===== src/fcm_pkg.sv =====
// Shared constants and types for the flash command and mode controller
package fcm_pkg;

  // ==========================================================
  // Clock and timing
  // ==========================================================
  localparam int CLK_NS              = 20;
  // Plain defaults: no figure is fixed for these times
  localparam int RESET_PULSE_MIN_NS  = 500;
  localparam int RESET_TO_READ_NS    = 1000;
  localparam int READ_CYCLE_TIME_NS  = 70;
  localparam int WE_SETUP_NS         = 20;
  localparam int WE_LOW_NS           = 40;
  localparam int WE_HOLD_NS          = 30;
  // Least times round up
  localparam int RESET_PULSE_CYC     = (RESET_PULSE_MIN_NS + CLK_NS - 1) / CLK_NS;
  localparam int RESET_TO_READ_CYC   = (RESET_TO_READ_NS + CLK_NS - 1) / CLK_NS;
  localparam int READ_CYCLE_CYC      = (READ_CYCLE_TIME_NS + CLK_NS - 1) / CLK_NS;
  localparam int WE_SETUP_CYC        = (WE_SETUP_NS + CLK_NS - 1) / CLK_NS;
  localparam int WE_LOW_CYC          = (WE_LOW_NS + CLK_NS - 1) / CLK_NS;
  localparam int WE_HOLD_CYC         = (WE_HOLD_NS + CLK_NS - 1) / CLK_NS;
  localparam int SYNC_CYC            = 2;
  localparam int CNT_W               = 16;

  // ==========================================================
  // Bus geometry
  // ==========================================================
  localparam int ADDR_W              = 22;
  localparam int DATA_W              = 16;
  localparam int TOGGLE_BIT          = 6;
  localparam int SECTOR_LSB          = 11;
  localparam int BLOCK_LSB           = 15;

  // ==========================================================
  // Command cycle codes
  // ==========================================================
  localparam logic [10:0] ADR_UNLOCK1  = 11'h555;
  localparam logic [10:0] ADR_UNLOCK2  = 11'h2AA;
  localparam logic [7:0]  DAT_UNLOCK1  = 8'hAA;
  localparam logic [7:0]  DAT_UNLOCK2  = 8'h55;
  localparam logic [7:0]  CMD_PROGRAM  = 8'hA0;
  localparam logic [7:0]  CMD_ERASE    = 8'h80;
  localparam logic [7:0]  CMD_SECTOR   = 8'h50;
  localparam logic [7:0]  CMD_BLOCK    = 8'h30;
  localparam logic [7:0]  CMD_CHIP     = 8'h10;
  localparam logic [7:0]  CMD_ID_ENTRY = 8'h90;
  localparam logic [7:0]  CMD_QUERY    = 8'h98;
  localparam logic [7:0]  CMD_SEC      = 8'h88;
  localparam logic [7:0]  CMD_SEC_PROG = 8'hA5;
  localparam logic [7:0]  CMD_SEC_LOCK = 8'h85;
  localparam logic [7:0]  CMD_EXIT     = 8'hF0;
  localparam logic [15:0] SEC_LOCK_DAT = 16'h0000;

  // ==========================================================
  // Types
  // ==========================================================
  typedef enum logic [3:0] {
    OP_READ, OP_PROGRAM, OP_SEC_ERASE, OP_BLK_ERASE, OP_CHIP_ERASE,
    OP_ID_ENTRY, OP_QUERY_ENTRY, OP_SEC_ENTRY, OP_EXIT,
    OP_SEC_PROGRAM, OP_SEC_LOCK
  } fcm_op_e;

  typedef enum logic [1:0] {
    MODE_ARRAY, MODE_ID, MODE_QUERY, MODE_SEC
  } fcm_mode_e;

  typedef struct packed {
    fcm_op_e             op;
    logic [ADDR_W-1:0]   addr;
    logic [DATA_W-1:0]   data;
  } fcm_req_s;

  typedef struct packed {
    logic                ce_n;
    logic                oe_n;
    logic                we_n;
    logic [ADDR_W-1:0]   addr;
    logic [DATA_W-1:0]   dq_o;
    logic                dq_oe;
  } fcm_bus_s;

endpackage


===== src/fcm_host.sv =====
// Host-side controller driving a parallel NOR flash through its pins
//
// Notes on behaviour
// - After reset release, wait the reset-to-read delay before reading.
// - A program or erase cut by our reset while being polled is issued again, unless another reset request cycle comes before the reset wait ends.
// - Program is sent only as the full three-cycle unlock plus command.
// - Erase is sent only as the full six-cycle unlock sequence.
// - Upper eight data bits are driven low in command cycles.
// - Query mode entered by three cycles ending with 98H at 555H.
// - Query mode holds until the exit command, another entry command or a hardware reset.
// - User security half programmed by its own command, polled by toggle bit.
// - Security query entered by three cycles ending 88H at 555H.
`timescale 1ns/10ps
module fcm_host (
  input  wire logic                      mclk,
  input  wire logic                      rstn,
  input  wire fcm_pkg::fcm_req_s         req,
  input  wire logic                      req_valid,
  input  wire logic                      hw_reset_req,
  input  wire logic                      boot_protect,
  output logic                           req_ready,
  output logic                           rsp_valid,
  output logic [fcm_pkg::DATA_W-1:0]     rsp_data,
  output fcm_pkg::fcm_mode_e             mode,
  output logic                           reissued,
  output fcm_pkg::fcm_bus_s              flash_bus,
  output logic                           flash_rst_n,
  output logic                           flash_wp_n,
  input  wire logic [fcm_pkg::DATA_W-1:0] flash_dq_i
);

  typedef enum logic [2:0] {
    S_IDLE, S_RST_LOW, S_RST_WAIT, S_SEQ, S_POLL, S_RSP
  } fcm_state_e;

  fcm_state_e                    st_q;
  fcm_pkg::fcm_req_s             cur_q;
  logic [2:0]                    step_q;
  logic [fcm_pkg::CNT_W-1:0]     cnt_q;
  logic                          issued_q;
  logic                          altering_q;
  logic                          poll_first_q;
  logic                          tog_q;
  logic                          bc_start;
  logic                          bc_write;
  logic                          bc_done;
  logic [fcm_pkg::DATA_W-1:0]    bc_rdata;
  logic [fcm_pkg::ADDR_W-1:0]    bc_addr;
  logic [fcm_pkg::DATA_W-1:0]    bc_wdata;
  logic                          bc_abort;

  // ==========================================================
  // Command sequence tables
  // ==========================================================
  function automatic logic [2:0] seq_len(input fcm_pkg::fcm_op_e op);
    case (op)
      fcm_pkg::OP_READ:                                 seq_len = 3'd0;
      fcm_pkg::OP_PROGRAM, fcm_pkg::OP_SEC_PROGRAM,
      fcm_pkg::OP_SEC_LOCK:                             seq_len = 3'd4;
      fcm_pkg::OP_SEC_ERASE, fcm_pkg::OP_BLK_ERASE,
      fcm_pkg::OP_CHIP_ERASE:                           seq_len = 3'd6;
      default:                                          seq_len = 3'd3;
    endcase
  endfunction

  function automatic logic [7:0] third_cmd(input fcm_pkg::fcm_op_e op);
    case (op)
      fcm_pkg::OP_PROGRAM:     third_cmd = fcm_pkg::CMD_PROGRAM;
      fcm_pkg::OP_SEC_PROGRAM: third_cmd = fcm_pkg::CMD_SEC_PROG;
      fcm_pkg::OP_SEC_LOCK:    third_cmd = fcm_pkg::CMD_SEC_LOCK;
      fcm_pkg::OP_ID_ENTRY:    third_cmd = fcm_pkg::CMD_ID_ENTRY;
      fcm_pkg::OP_QUERY_ENTRY: third_cmd = fcm_pkg::CMD_QUERY;
      fcm_pkg::OP_SEC_ENTRY:   third_cmd = fcm_pkg::CMD_SEC;
      fcm_pkg::OP_EXIT:        third_cmd = fcm_pkg::CMD_EXIT;
      default:                 third_cmd = fcm_pkg::CMD_ERASE;
    endcase
  endfunction

  function automatic logic [7:0] sixth_cmd(input fcm_pkg::fcm_op_e op);
    case (op)
      fcm_pkg::OP_SEC_ERASE: sixth_cmd = fcm_pkg::CMD_SECTOR;
      fcm_pkg::OP_BLK_ERASE: sixth_cmd = fcm_pkg::CMD_BLOCK;
      default:               sixth_cmd = fcm_pkg::CMD_CHIP;
    endcase
  endfunction

  // Command address: A10..A0 only, upper bits held low
  function automatic logic [fcm_pkg::ADDR_W-1:0] cmd_addr(input logic [10:0] a);
    cmd_addr = {{(fcm_pkg::ADDR_W - $bits(a)){1'b0}}, a};
  endfunction

  // Command data: upper byte driven low, never left floating
  function automatic logic [fcm_pkg::DATA_W-1:0] cmd_data(input logic [7:0] d);
    cmd_data = {8'h00, d};
  endfunction

  // ==========================================================
  // Address and data for the current step
  // ==========================================================
  always_comb begin
    bc_addr  = cur_q.addr;
    bc_wdata = cur_q.data;
    bc_write = 1'b0;
    if (st_q == S_SEQ && step_q < seq_len(cur_q.op)) begin
      bc_write = 1'b1;
      case (step_q)
        3'd0, 3'd3: begin
          if (step_q == 3'd3 && seq_len(cur_q.op) == 3'd4) begin
            bc_addr  = cur_q.addr;
            bc_wdata = (cur_q.op == fcm_pkg::OP_SEC_LOCK) ? fcm_pkg::SEC_LOCK_DAT
                                                           : cur_q.data;
          end else begin
            bc_addr  = cmd_addr(fcm_pkg::ADR_UNLOCK1);
            bc_wdata = cmd_data(fcm_pkg::DAT_UNLOCK1);
          end
        end
        3'd1, 3'd4: begin
          bc_addr  = cmd_addr(fcm_pkg::ADR_UNLOCK2);
          bc_wdata = cmd_data(fcm_pkg::DAT_UNLOCK2);
        end
        3'd2: begin
          bc_addr  = cmd_addr(fcm_pkg::ADR_UNLOCK1);
          bc_wdata = cmd_data(third_cmd(cur_q.op));
        end
        default: begin
          bc_wdata = cmd_data(sixth_cmd(cur_q.op));
          if (cur_q.op == fcm_pkg::OP_SEC_ERASE) begin
            bc_addr = {cur_q.addr[fcm_pkg::ADDR_W-1:fcm_pkg::SECTOR_LSB],
                       {fcm_pkg::SECTOR_LSB{1'b0}}};
          end else if (cur_q.op == fcm_pkg::OP_BLK_ERASE) begin
            bc_addr = {cur_q.addr[fcm_pkg::ADDR_W-1:fcm_pkg::BLOCK_LSB],
                       {fcm_pkg::BLOCK_LSB{1'b0}}};
          end else begin
            bc_addr = cmd_addr(fcm_pkg::ADR_UNLOCK1);
          end
        end
      endcase
    end
  end

  assign bc_abort = hw_reset_req;

  // ==========================================================
  // Main sequencer
  // ==========================================================
  always_ff @(posedge mclk or negedge rstn) begin
    if (!rstn) begin
      st_q         <= S_IDLE;
      cur_q        <= '0;
      step_q       <= '0;
      cnt_q        <= '0;
      issued_q     <= 1'b0;
      altering_q   <= 1'b0;
      poll_first_q <= 1'b0;
      tog_q        <= 1'b0;
      bc_start     <= 1'b0;
      req_ready    <= 1'b0;
      rsp_valid    <= 1'b0;
      rsp_data     <= '0;
      reissued     <= 1'b0;
      flash_rst_n  <= 1'b1;
    end else begin
      bc_start  <= 1'b0;
      rsp_valid <= 1'b0;
      reissued  <= 1'b0;
      if (hw_reset_req) begin
        // Remember an altering operation the reset is about to cut off
        altering_q  <= (st_q == S_SEQ || st_q == S_POLL) && issued_q;
        req_ready   <= 1'b0;
        flash_rst_n <= 1'b0;
        cnt_q       <= fcm_pkg::CNT_W'(fcm_pkg::RESET_PULSE_CYC);
        st_q        <= S_RST_LOW;
      end else begin
        case (st_q)
          S_IDLE: begin
            req_ready <= 1'b1;
            if (req_valid && req_ready) begin
              req_ready <= 1'b0;
              cur_q     <= req;
              step_q    <= '0;
              issued_q  <= 1'b0;
              bc_start  <= 1'b1;
              st_q      <= S_SEQ;
            end
          end
          S_RST_LOW: begin
            if (cnt_q > 1) begin
              cnt_q <= cnt_q - 1'b1;
            end else begin
              flash_rst_n <= 1'b1;
              cnt_q       <= fcm_pkg::CNT_W'(fcm_pkg::RESET_TO_READ_CYC);
              st_q        <= S_RST_WAIT;
            end
          end
          S_RST_WAIT: begin
            if (cnt_q > 1) begin
              cnt_q <= cnt_q - 1'b1;
            end else if (altering_q) begin
              altering_q <= 1'b0;
              reissued   <= 1'b1;
              step_q     <= '0;
              issued_q   <= 1'b0;
              bc_start   <= 1'b1;
              st_q       <= S_SEQ;
            end else begin
              st_q <= S_IDLE;
            end
          end
          S_SEQ: begin
            if (bc_done) begin
              if (step_q + 3'd1 < seq_len(cur_q.op)) begin
                step_q   <= step_q + 3'd1;
                bc_start <= 1'b1;
              end else if (seq_len(cur_q.op) == 3'd0) begin
                rsp_data <= bc_rdata;
                st_q     <= S_RSP;
              end else if (seq_len(cur_q.op) == 3'd3) begin
                st_q <= S_RSP;
              end else begin
                // Toggle polling only: complement polling is wrong for the
                // security space, and toggling works for every operation
                issued_q     <= 1'b1;
                step_q       <= seq_len(cur_q.op);
                poll_first_q <= 1'b1;
                bc_start     <= 1'b1;
                st_q         <= S_POLL;
              end
            end
          end
          S_POLL: begin
            if (bc_done) begin
              tog_q        <= bc_rdata[fcm_pkg::TOGGLE_BIT];
              poll_first_q <= 1'b0;
              if (!poll_first_q && bc_rdata[fcm_pkg::TOGGLE_BIT] == tog_q) begin
                rsp_data <= bc_rdata;
                issued_q <= 1'b0;
                st_q     <= S_RSP;
              end else begin
                bc_start <= 1'b1;
              end
            end
          end
          S_RSP: begin
            rsp_valid <= 1'b1;
            st_q      <= S_IDLE;
          end
          default: st_q <= S_IDLE;
        endcase
      end
    end
  end

  // ==========================================================
  // Mode tracking and write-protect pin
  // ==========================================================
  always_ff @(posedge mclk or negedge rstn) begin
    if (!rstn) begin
      mode <= fcm_pkg::MODE_ARRAY;
    end else if (hw_reset_req) begin
      mode <= fcm_pkg::MODE_ARRAY;
    end else if (st_q == S_SEQ && bc_done && step_q == 3'd2 &&
                 seq_len(cur_q.op) == 3'd3) begin
      case (cur_q.op)
        fcm_pkg::OP_ID_ENTRY:    mode <= fcm_pkg::MODE_ID;
        fcm_pkg::OP_QUERY_ENTRY: mode <= fcm_pkg::MODE_QUERY;
        fcm_pkg::OP_SEC_ENTRY:   mode <= fcm_pkg::MODE_SEC;
        default:                 mode <= fcm_pkg::MODE_ARRAY;
      endcase
    end
  end

  always_ff @(posedge mclk or negedge rstn) begin
    if (!rstn) begin
      flash_wp_n <= 1'b1;
    end else if (st_q == S_IDLE) begin
      // Held steady through each sequence
      flash_wp_n <= ~boot_protect;
    end
  end

  fcm_bus_cycle u_cycle (
    .mclk     (mclk),
    .rstn     (rstn),
    .abort    (bc_abort),
    .start    (bc_start),
    .is_write (bc_write),
    .addr     (bc_addr),
    .wdata    (bc_wdata),
    .dq_i     (flash_dq_i),
    .bus      (flash_bus),
    .done     (bc_done),
    .rdata    (bc_rdata)
  );

endmodule


===== src/fcm_bus_cycle.sv =====
// One asynchronous flash bus cycle, write or read, on the flash pins
`timescale 1ns/10ps
module fcm_bus_cycle (
  input  wire logic                      mclk,
  input  wire logic                      rstn,
  input  wire logic                      abort,
  input  wire logic                      start,
  input  wire logic                      is_write,
  input  wire logic [fcm_pkg::ADDR_W-1:0] addr,
  input  wire logic [fcm_pkg::DATA_W-1:0] wdata,
  input  wire logic [fcm_pkg::DATA_W-1:0] dq_i,
  output fcm_pkg::fcm_bus_s              bus,
  output logic                           done,
  output logic [fcm_pkg::DATA_W-1:0]     rdata
);

  typedef enum logic [1:0] {BC_IDLE, BC_SETUP, BC_STROBE, BC_HOLD} fcm_bc_e;

  fcm_bc_e                          st_q;
  logic                             wr_q;
  logic [fcm_pkg::CNT_W-1:0]        cnt_q;
  logic [fcm_pkg::DATA_W-1:0]       dq_s1_q;
  logic [fcm_pkg::DATA_W-1:0]       dq_s2_q;

  // ==========================================================
  // Data pin synchroniser
  // ==========================================================
  always_ff @(posedge mclk or negedge rstn) begin
    if (!rstn) begin
      dq_s1_q <= '0;
      dq_s2_q <= '0;
    end else begin
      dq_s1_q <= dq_i;
      dq_s2_q <= dq_s1_q;
    end
  end

  // ==========================================================
  // Cycle sequencer
  // ==========================================================
  always_ff @(posedge mclk or negedge rstn) begin
    if (!rstn) begin
      st_q      <= BC_IDLE;
      wr_q      <= 1'b0;
      cnt_q     <= '0;
      done      <= 1'b0;
      rdata     <= '0;
      bus.ce_n  <= 1'b1;
      bus.oe_n  <= 1'b1;
      bus.we_n  <= 1'b1;
      bus.addr  <= '0;
      bus.dq_o  <= '0;
      bus.dq_oe <= 1'b0;
    end else begin
      done <= 1'b0;
      if (abort) begin
        st_q      <= BC_IDLE;
        bus.ce_n  <= 1'b1;
        bus.oe_n  <= 1'b1;
        bus.we_n  <= 1'b1;
        bus.dq_oe <= 1'b0;
      end else begin
        case (st_q)
          BC_IDLE: begin
            if (start) begin
              wr_q      <= is_write;
              bus.addr  <= addr;
              bus.dq_o  <= wdata;
              bus.ce_n  <= 1'b0;
              // Drive data only while the gate is high, never against the device
              bus.dq_oe <= is_write;
              bus.oe_n  <= is_write;
              cnt_q     <= is_write ? CNT_W_CAST(fcm_pkg::WE_SETUP_CYC)
                                    : CNT_W_CAST(fcm_pkg::READ_CYCLE_CYC
                                                 + fcm_pkg::SYNC_CYC);
              st_q      <= BC_SETUP;
            end
          end
          BC_SETUP: begin
            if (cnt_q > 1) begin
              cnt_q <= cnt_q - 1'b1;
            end else if (wr_q) begin
              bus.we_n <= 1'b0;
              cnt_q    <= CNT_W_CAST(fcm_pkg::WE_LOW_CYC);
              st_q     <= BC_STROBE;
            end else begin
              rdata    <= dq_s2_q;
              bus.oe_n <= 1'b1;
              cnt_q    <= CNT_W_CAST(fcm_pkg::WE_HOLD_CYC);
              st_q     <= BC_HOLD;
            end
          end
          BC_STROBE: begin
            if (cnt_q > 1) begin
              cnt_q <= cnt_q - 1'b1;
            end else begin
              // Write strobe rises before chip select, so it marks the cycle
              bus.we_n <= 1'b1;
              cnt_q    <= CNT_W_CAST(fcm_pkg::WE_HOLD_CYC);
              st_q     <= BC_HOLD;
            end
          end
          BC_HOLD: begin
            if (cnt_q > 1) begin
              cnt_q <= cnt_q - 1'b1;
            end else begin
              bus.ce_n  <= 1'b1;
              bus.dq_oe <= 1'b0;
              done      <= 1'b1;
              st_q      <= BC_IDLE;
            end
          end
          default: st_q <= BC_IDLE;
        endcase
      end
    end
  end

  function automatic logic [fcm_pkg::CNT_W-1:0] CNT_W_CAST(input int v);
    CNT_W_CAST = v[fcm_pkg::CNT_W-1:0];
  endfunction

endmodule


===== config.mk =====
export PLATFORM = sky130hd
export DESIGN_NAME = fcm_host
export DESIGN_NICKNAME = d
export VERILOG_FILES = /design/src/fcm_pkg.sv /design/src/fcm_host.sv /design/src/fcm_bus_cycle.sv
export SDC_FILE = /design/constraint.sdc
export NUM_CORES = 1
export LEC_CHECK = 0
export BUFFER_PORTS_ARGS = -buffer_cell sky130_fd_sc_hd__buf_2
export CAP_MARGIN = 40
export CORE_ASPECT_RATIO = 1.75
export CORE_MARGIN = 2
export CORE_UTILIZATION = 50
export DETAILED_ROUTE_END_ITERATION = 16
export PLACE_DENSITY = 0.79
export SYNTH_ARGS = -nofsm -noshare
export SYNTH_HDL_FRONTEND = slang
export SYNTH_SLANG_ARGS = --single-unit

===== constraint.sdc =====
create_clock -name mclk -period 10.5 [get_ports mclk]
set_clock_uncertainty 0.15 [all_clocks]
set_input_delay 1.575 -clock mclk [delete_from_list [all_inputs] [get_ports mclk]]
set_output_delay 1.575 -clock mclk [all_outputs]
set_load 0.01 [all_outputs]

==> summary.txt <==
Power
  • Switching portion of total power: 0.304
  • Switching pwr: 0.631 mW
  • Max IR drop VDD: 0.177 mV
  • Internal power: 1.44 mW
  • Leak: 5.07 nW
  • PwrDens: 199 nW/um^2
  • Gate power share: 0.205
  • Power Total: 2.07 mW
  • Share of power burned in registers: 0.463
  • Clock power frac: 0.332

Clocking
  • Hold-fix buffers at CTS: 0
  • Post-CTS Setup Repair Bufs: 0
  • Root Buffer: clkbuf_16
  • CTS tree: yes
  • CTS max path bufs: 3
  • CTS H-tree lvls: 1
  • CTS clock-pin slew for the worst setup and hold paths: 0.07 ns
  • Clk_lat worst skew: 0.49 ns
  • Clk sinks: around 200
  • Post-CTS sizing: 0
  • CTS buffer count: 19

Timing
  • Total negative slack: 0 ns
  • Final setup vio count: 0
  • Fin crit share: 0.384
  • Max Clk Rate: 0.248 GHz
  • Final hold slack: 0.201 ns
  • Max Slew Vio Count: 0
  • Max transition margin: 0.387
  • Worst-margin pin slew: 0.915 ns
  • Hold Vio Cnt, Final: 0
  • Tmin final: 4.03 ns
  • Final WS setup: between 6 and 7 ns
  • RSZ-0062 raised after global routing: no

Flow run
  • Max cap viols: 0

Routing
  • DR DRC count: 0
  • DR vias/cell: 5.63
  • First-pass detailed-route iteration total: 5
  • Via count: 6,517
  • WL final: 19,900 microns
  • DRT iter0 DRCs: 334
  • ANT nets after route: 0
  • Drt wl/cell: 17.2 microns

Global route
  • GR Util All Layers: 0.215
  • Vias in the first global route: 6,805
  • First-pass GRT wire length: approximately 34,000 microns
  • Largest net degree at the start of global routing: 71
  • Initial antenna violation count: 0
  • GR Overflow Total: 0

Worst setup path
  • CP max stage cell: dfrtp_1
  • Reg2reg setup slack: roughly 6.5 ns
  • Critical Path RT: 10.72 ns
  • Family with the most delay on the worst path: compound AO/OA/AOI/OAI gates
  • Startpoint types: flip-flop
  • Number of cells on the critical path: 11
  • Crit Path Max Fanout: 16
  • Worst r2r path cells: 11
  • Number of buffers and inverters on the critical path: 1
  • Crit-path cells: nand2b_1 -> a21boi_0 -> o21ai_0 -> inv_1 -> ha_1 -> a21oi_1 -> o21ai_0 -> a31oi_1 -> nand2_1 -> nand4_2 -> mux2_2
  • Worst Setup EP: rsp_data[13]
  • Reg-to-reg startpoint: cur_q[39]
  • Setup CP Type: reg2reg
  • Crit path launch: cur_q[39]
  • Crit end category: flip-flop
  • Reg2reg end: rsp_data[13]
  • CP max stage delay: 0.56 ns
  • Critical Path AT: ~4.3 ns
  • Most used cell, CP: o21ai_0

Min path
  • Worst hold path class: reg2reg

Place
  • GPL Wtd Cong: 0.874
  • Port Buffers: approximately 130
  • Inst Count DP: 1,124
  • Worst slack at placement: 6.41 ns
  • DPL Wire Length: approximately 14,000 microns

Yosys
  • Number of synthesized flops with an enable pin: 0
  • Share of flip-flops with an asynchronous set or reset: 1.00
  • Post-Syn Area per Cell: 11.3 sq um
  • Post-synth cell types: 72
  • Flops & latches, synth: a little over 200
  • Post-Synthesis Cells: 789
  • Post-Syn Nets: 870
  • Warnings from Yosys: 0
  • Mapped cell area: 8900 sq um
  • Sequential area share after synthesis: 0.569
  • Top_reg_cell synth: dfrtp_1

Floorplanning
  • Chip width: 105 microns
  • Die area: 18,900 sq um
  • Ports: 128
  • Placement Rows: 64
  • Die height: 181 microns
  • Initial Utilization: 0.510
  • Core area: 17,500 sq um

Layout
  • Proportion of layout cells with a drive suffix above 1: 0.292
  • Layout Cells excl Fill: 1,158
  • Nets@finish: 995
  • Ant diodes: 0
  • Area delta synth->final: 17.3%

Status
  • Status: finished clean
## state kept, by name, indices dropped and copies added (netlist names), 2 cells and up
name / count
step_q: 3
u_cycle.bus: 42
u_cycle.st_q: 2
cur_q: 42
rsp_data: 16
cnt_q: 16
mode: 2
u_cycle.rdata: 16
u_cycle.cnt_q: 16
u_cycle.dq_s2_q: 16
st_q: 3
u_cycle.dq_s1_q: 16
## synthesized netlist by cell type (all sizes together) (6+ instances only)
library cell	number	share of area
nor4	6	0.0042
nor3	17	0.011
o22ai	6	0.0042
mux2	78	0.099
a21oi	28	0.016
clkbuf	26	0.011
nand3	15	0.0084
nor2	84	0.035
dfrtp	197	0.55
o21ai	37	0.021
a22o	8	0.0079
xor2	19	0.019
ha	18	0.025
buf	6	0.0042
nand4	8	0.0063
nor3b	8	0.0067
nand2	81	0.035
nand2b	6	0.0042
nor2b	8	0.0056
a31oi	17	0.012
inv	23	0.0097
## logic make-up (layout without fill, tap and decap cells)
family,after synthesis,count (layout),synth area share
buffers and inverters,55,193,0.0249
AND/OR/NAND/NOR,268,268,0.149
adder cells (fa/ha/maj),18,18,0.0253
flip-flops,202,202,0.569
multiplexers,81,81,0.102
XOR/XNOR,24,24,0.0236
AO/OA/AOI/OAI,141,141,0.107
## through the flow
stage / utilization / area (sq um)
after CTS: 0.598 / 10400
after floorplan: - / 8900
after detailed placement: 0.562 / 9810
after global placement: 0.558 / 9750
after global routing: 0.598 / 10400
final: 0.598 / 10400
## cell usage in the layout (no fill, tap or decap), drive strengths merged, types with 4 or more instances in the layout
| cell | synthesis | final |
|---|---|---|
| and3 | 4 | 4 |
| and2 | 4 | 4 |
| or4 | 4 | 4 |
| nor4 | 6 | 6 |
| xor2 | 19 | 19 |
| a22o | 8 | 8 |
| nand3b | 5 | 5 |
| a211oi | 5 | 5 |
| nand2b | 6 | 6 |
| dfstp | 5 | 5 |
| inv | 23 | 24 |
| ha | 18 | 18 |
| nor2b | 8 | 8 |
| buf | 6 | 135 |
| xnor2 | 5 | 5 |
| nand4 | 8 | 8 |
| clkinv | 0 | 4 |
| nand2 | 81 | 81 |
| nor3b | 8 | 8 |
| nor4b | 5 | 5 |
| o21ai | 37 | 37 |
| dfrtp | 197 | 197 |
| nor3 | 17 | 17 |
| nor2 | 84 | 84 |
| clkbuf | 26 | 26 |
| nand4b | 4 | 4 |
| mux2 | 78 | 78 |
| o22ai | 6 | 6 |
| a31oi | 17 | 17 |
| a21oi | 28 | 28 |
| nand3 | 15 | 15 |
## cell type report
cell class,instances,area (sq um)
clock buffers,25,548
flip-flops and latches,202,5060
fillers,1468,7020
clock inverters,9,81.3
multi-input cells,532,3620
well taps,231,289
repair buffers,136,752
inverters,23,86.3
## routing by layer
layer  global-route usage  vias to the layer above  wire length [microns]
met5                    0                        -                      0
met4               0.0704                        0                    545
met3               0.0340                       46                   1060
met2                0.406                      207                  11000
met1                0.242                     3232                   7330
li1                     -                     3032                      -
## worst min-delay path by stage
stage                                    from  slack, ns  cells past startpoint             endpoint
after floorplan            u_cycle.dq_s1_q[0]       0.18                      0   u_cycle.dq_s2_q[0]
after CTS                  u_cycle.dq_s1_q[6]       0.20                      0   u_cycle.dq_s2_q[6]
after detailed placement   u_cycle.dq_s1_q[8]       0.18                      0   u_cycle.dq_s2_q[8]
after global routing      u_cycle.dq_s1_q[15]       0.21                      0  u_cycle.dq_s2_q[15]
final                     u_cycle.dq_s1_q[14]       0.20                      0  u_cycle.dq_s2_q[14]
after global placement     u_cycle.dq_s1_q[1]       0.18                      0   u_cycle.dq_s2_q[1]
## power by group through the flow
stage          Sequential [mW]  Combinational [mW]  Clock [mW]
6_report                 0.959               0.426       0.688
5_1_grt                  0.973               0.479       0.732
4_1_cts                  0.956               0.427       0.699
3_5_place_dp             0.970               0.425           0
3_3_place_gp             0.964               0.408           0
2_1_floorplan            0.937               0.328           0
Note: power is estimated with default switching activity, not from simulation.
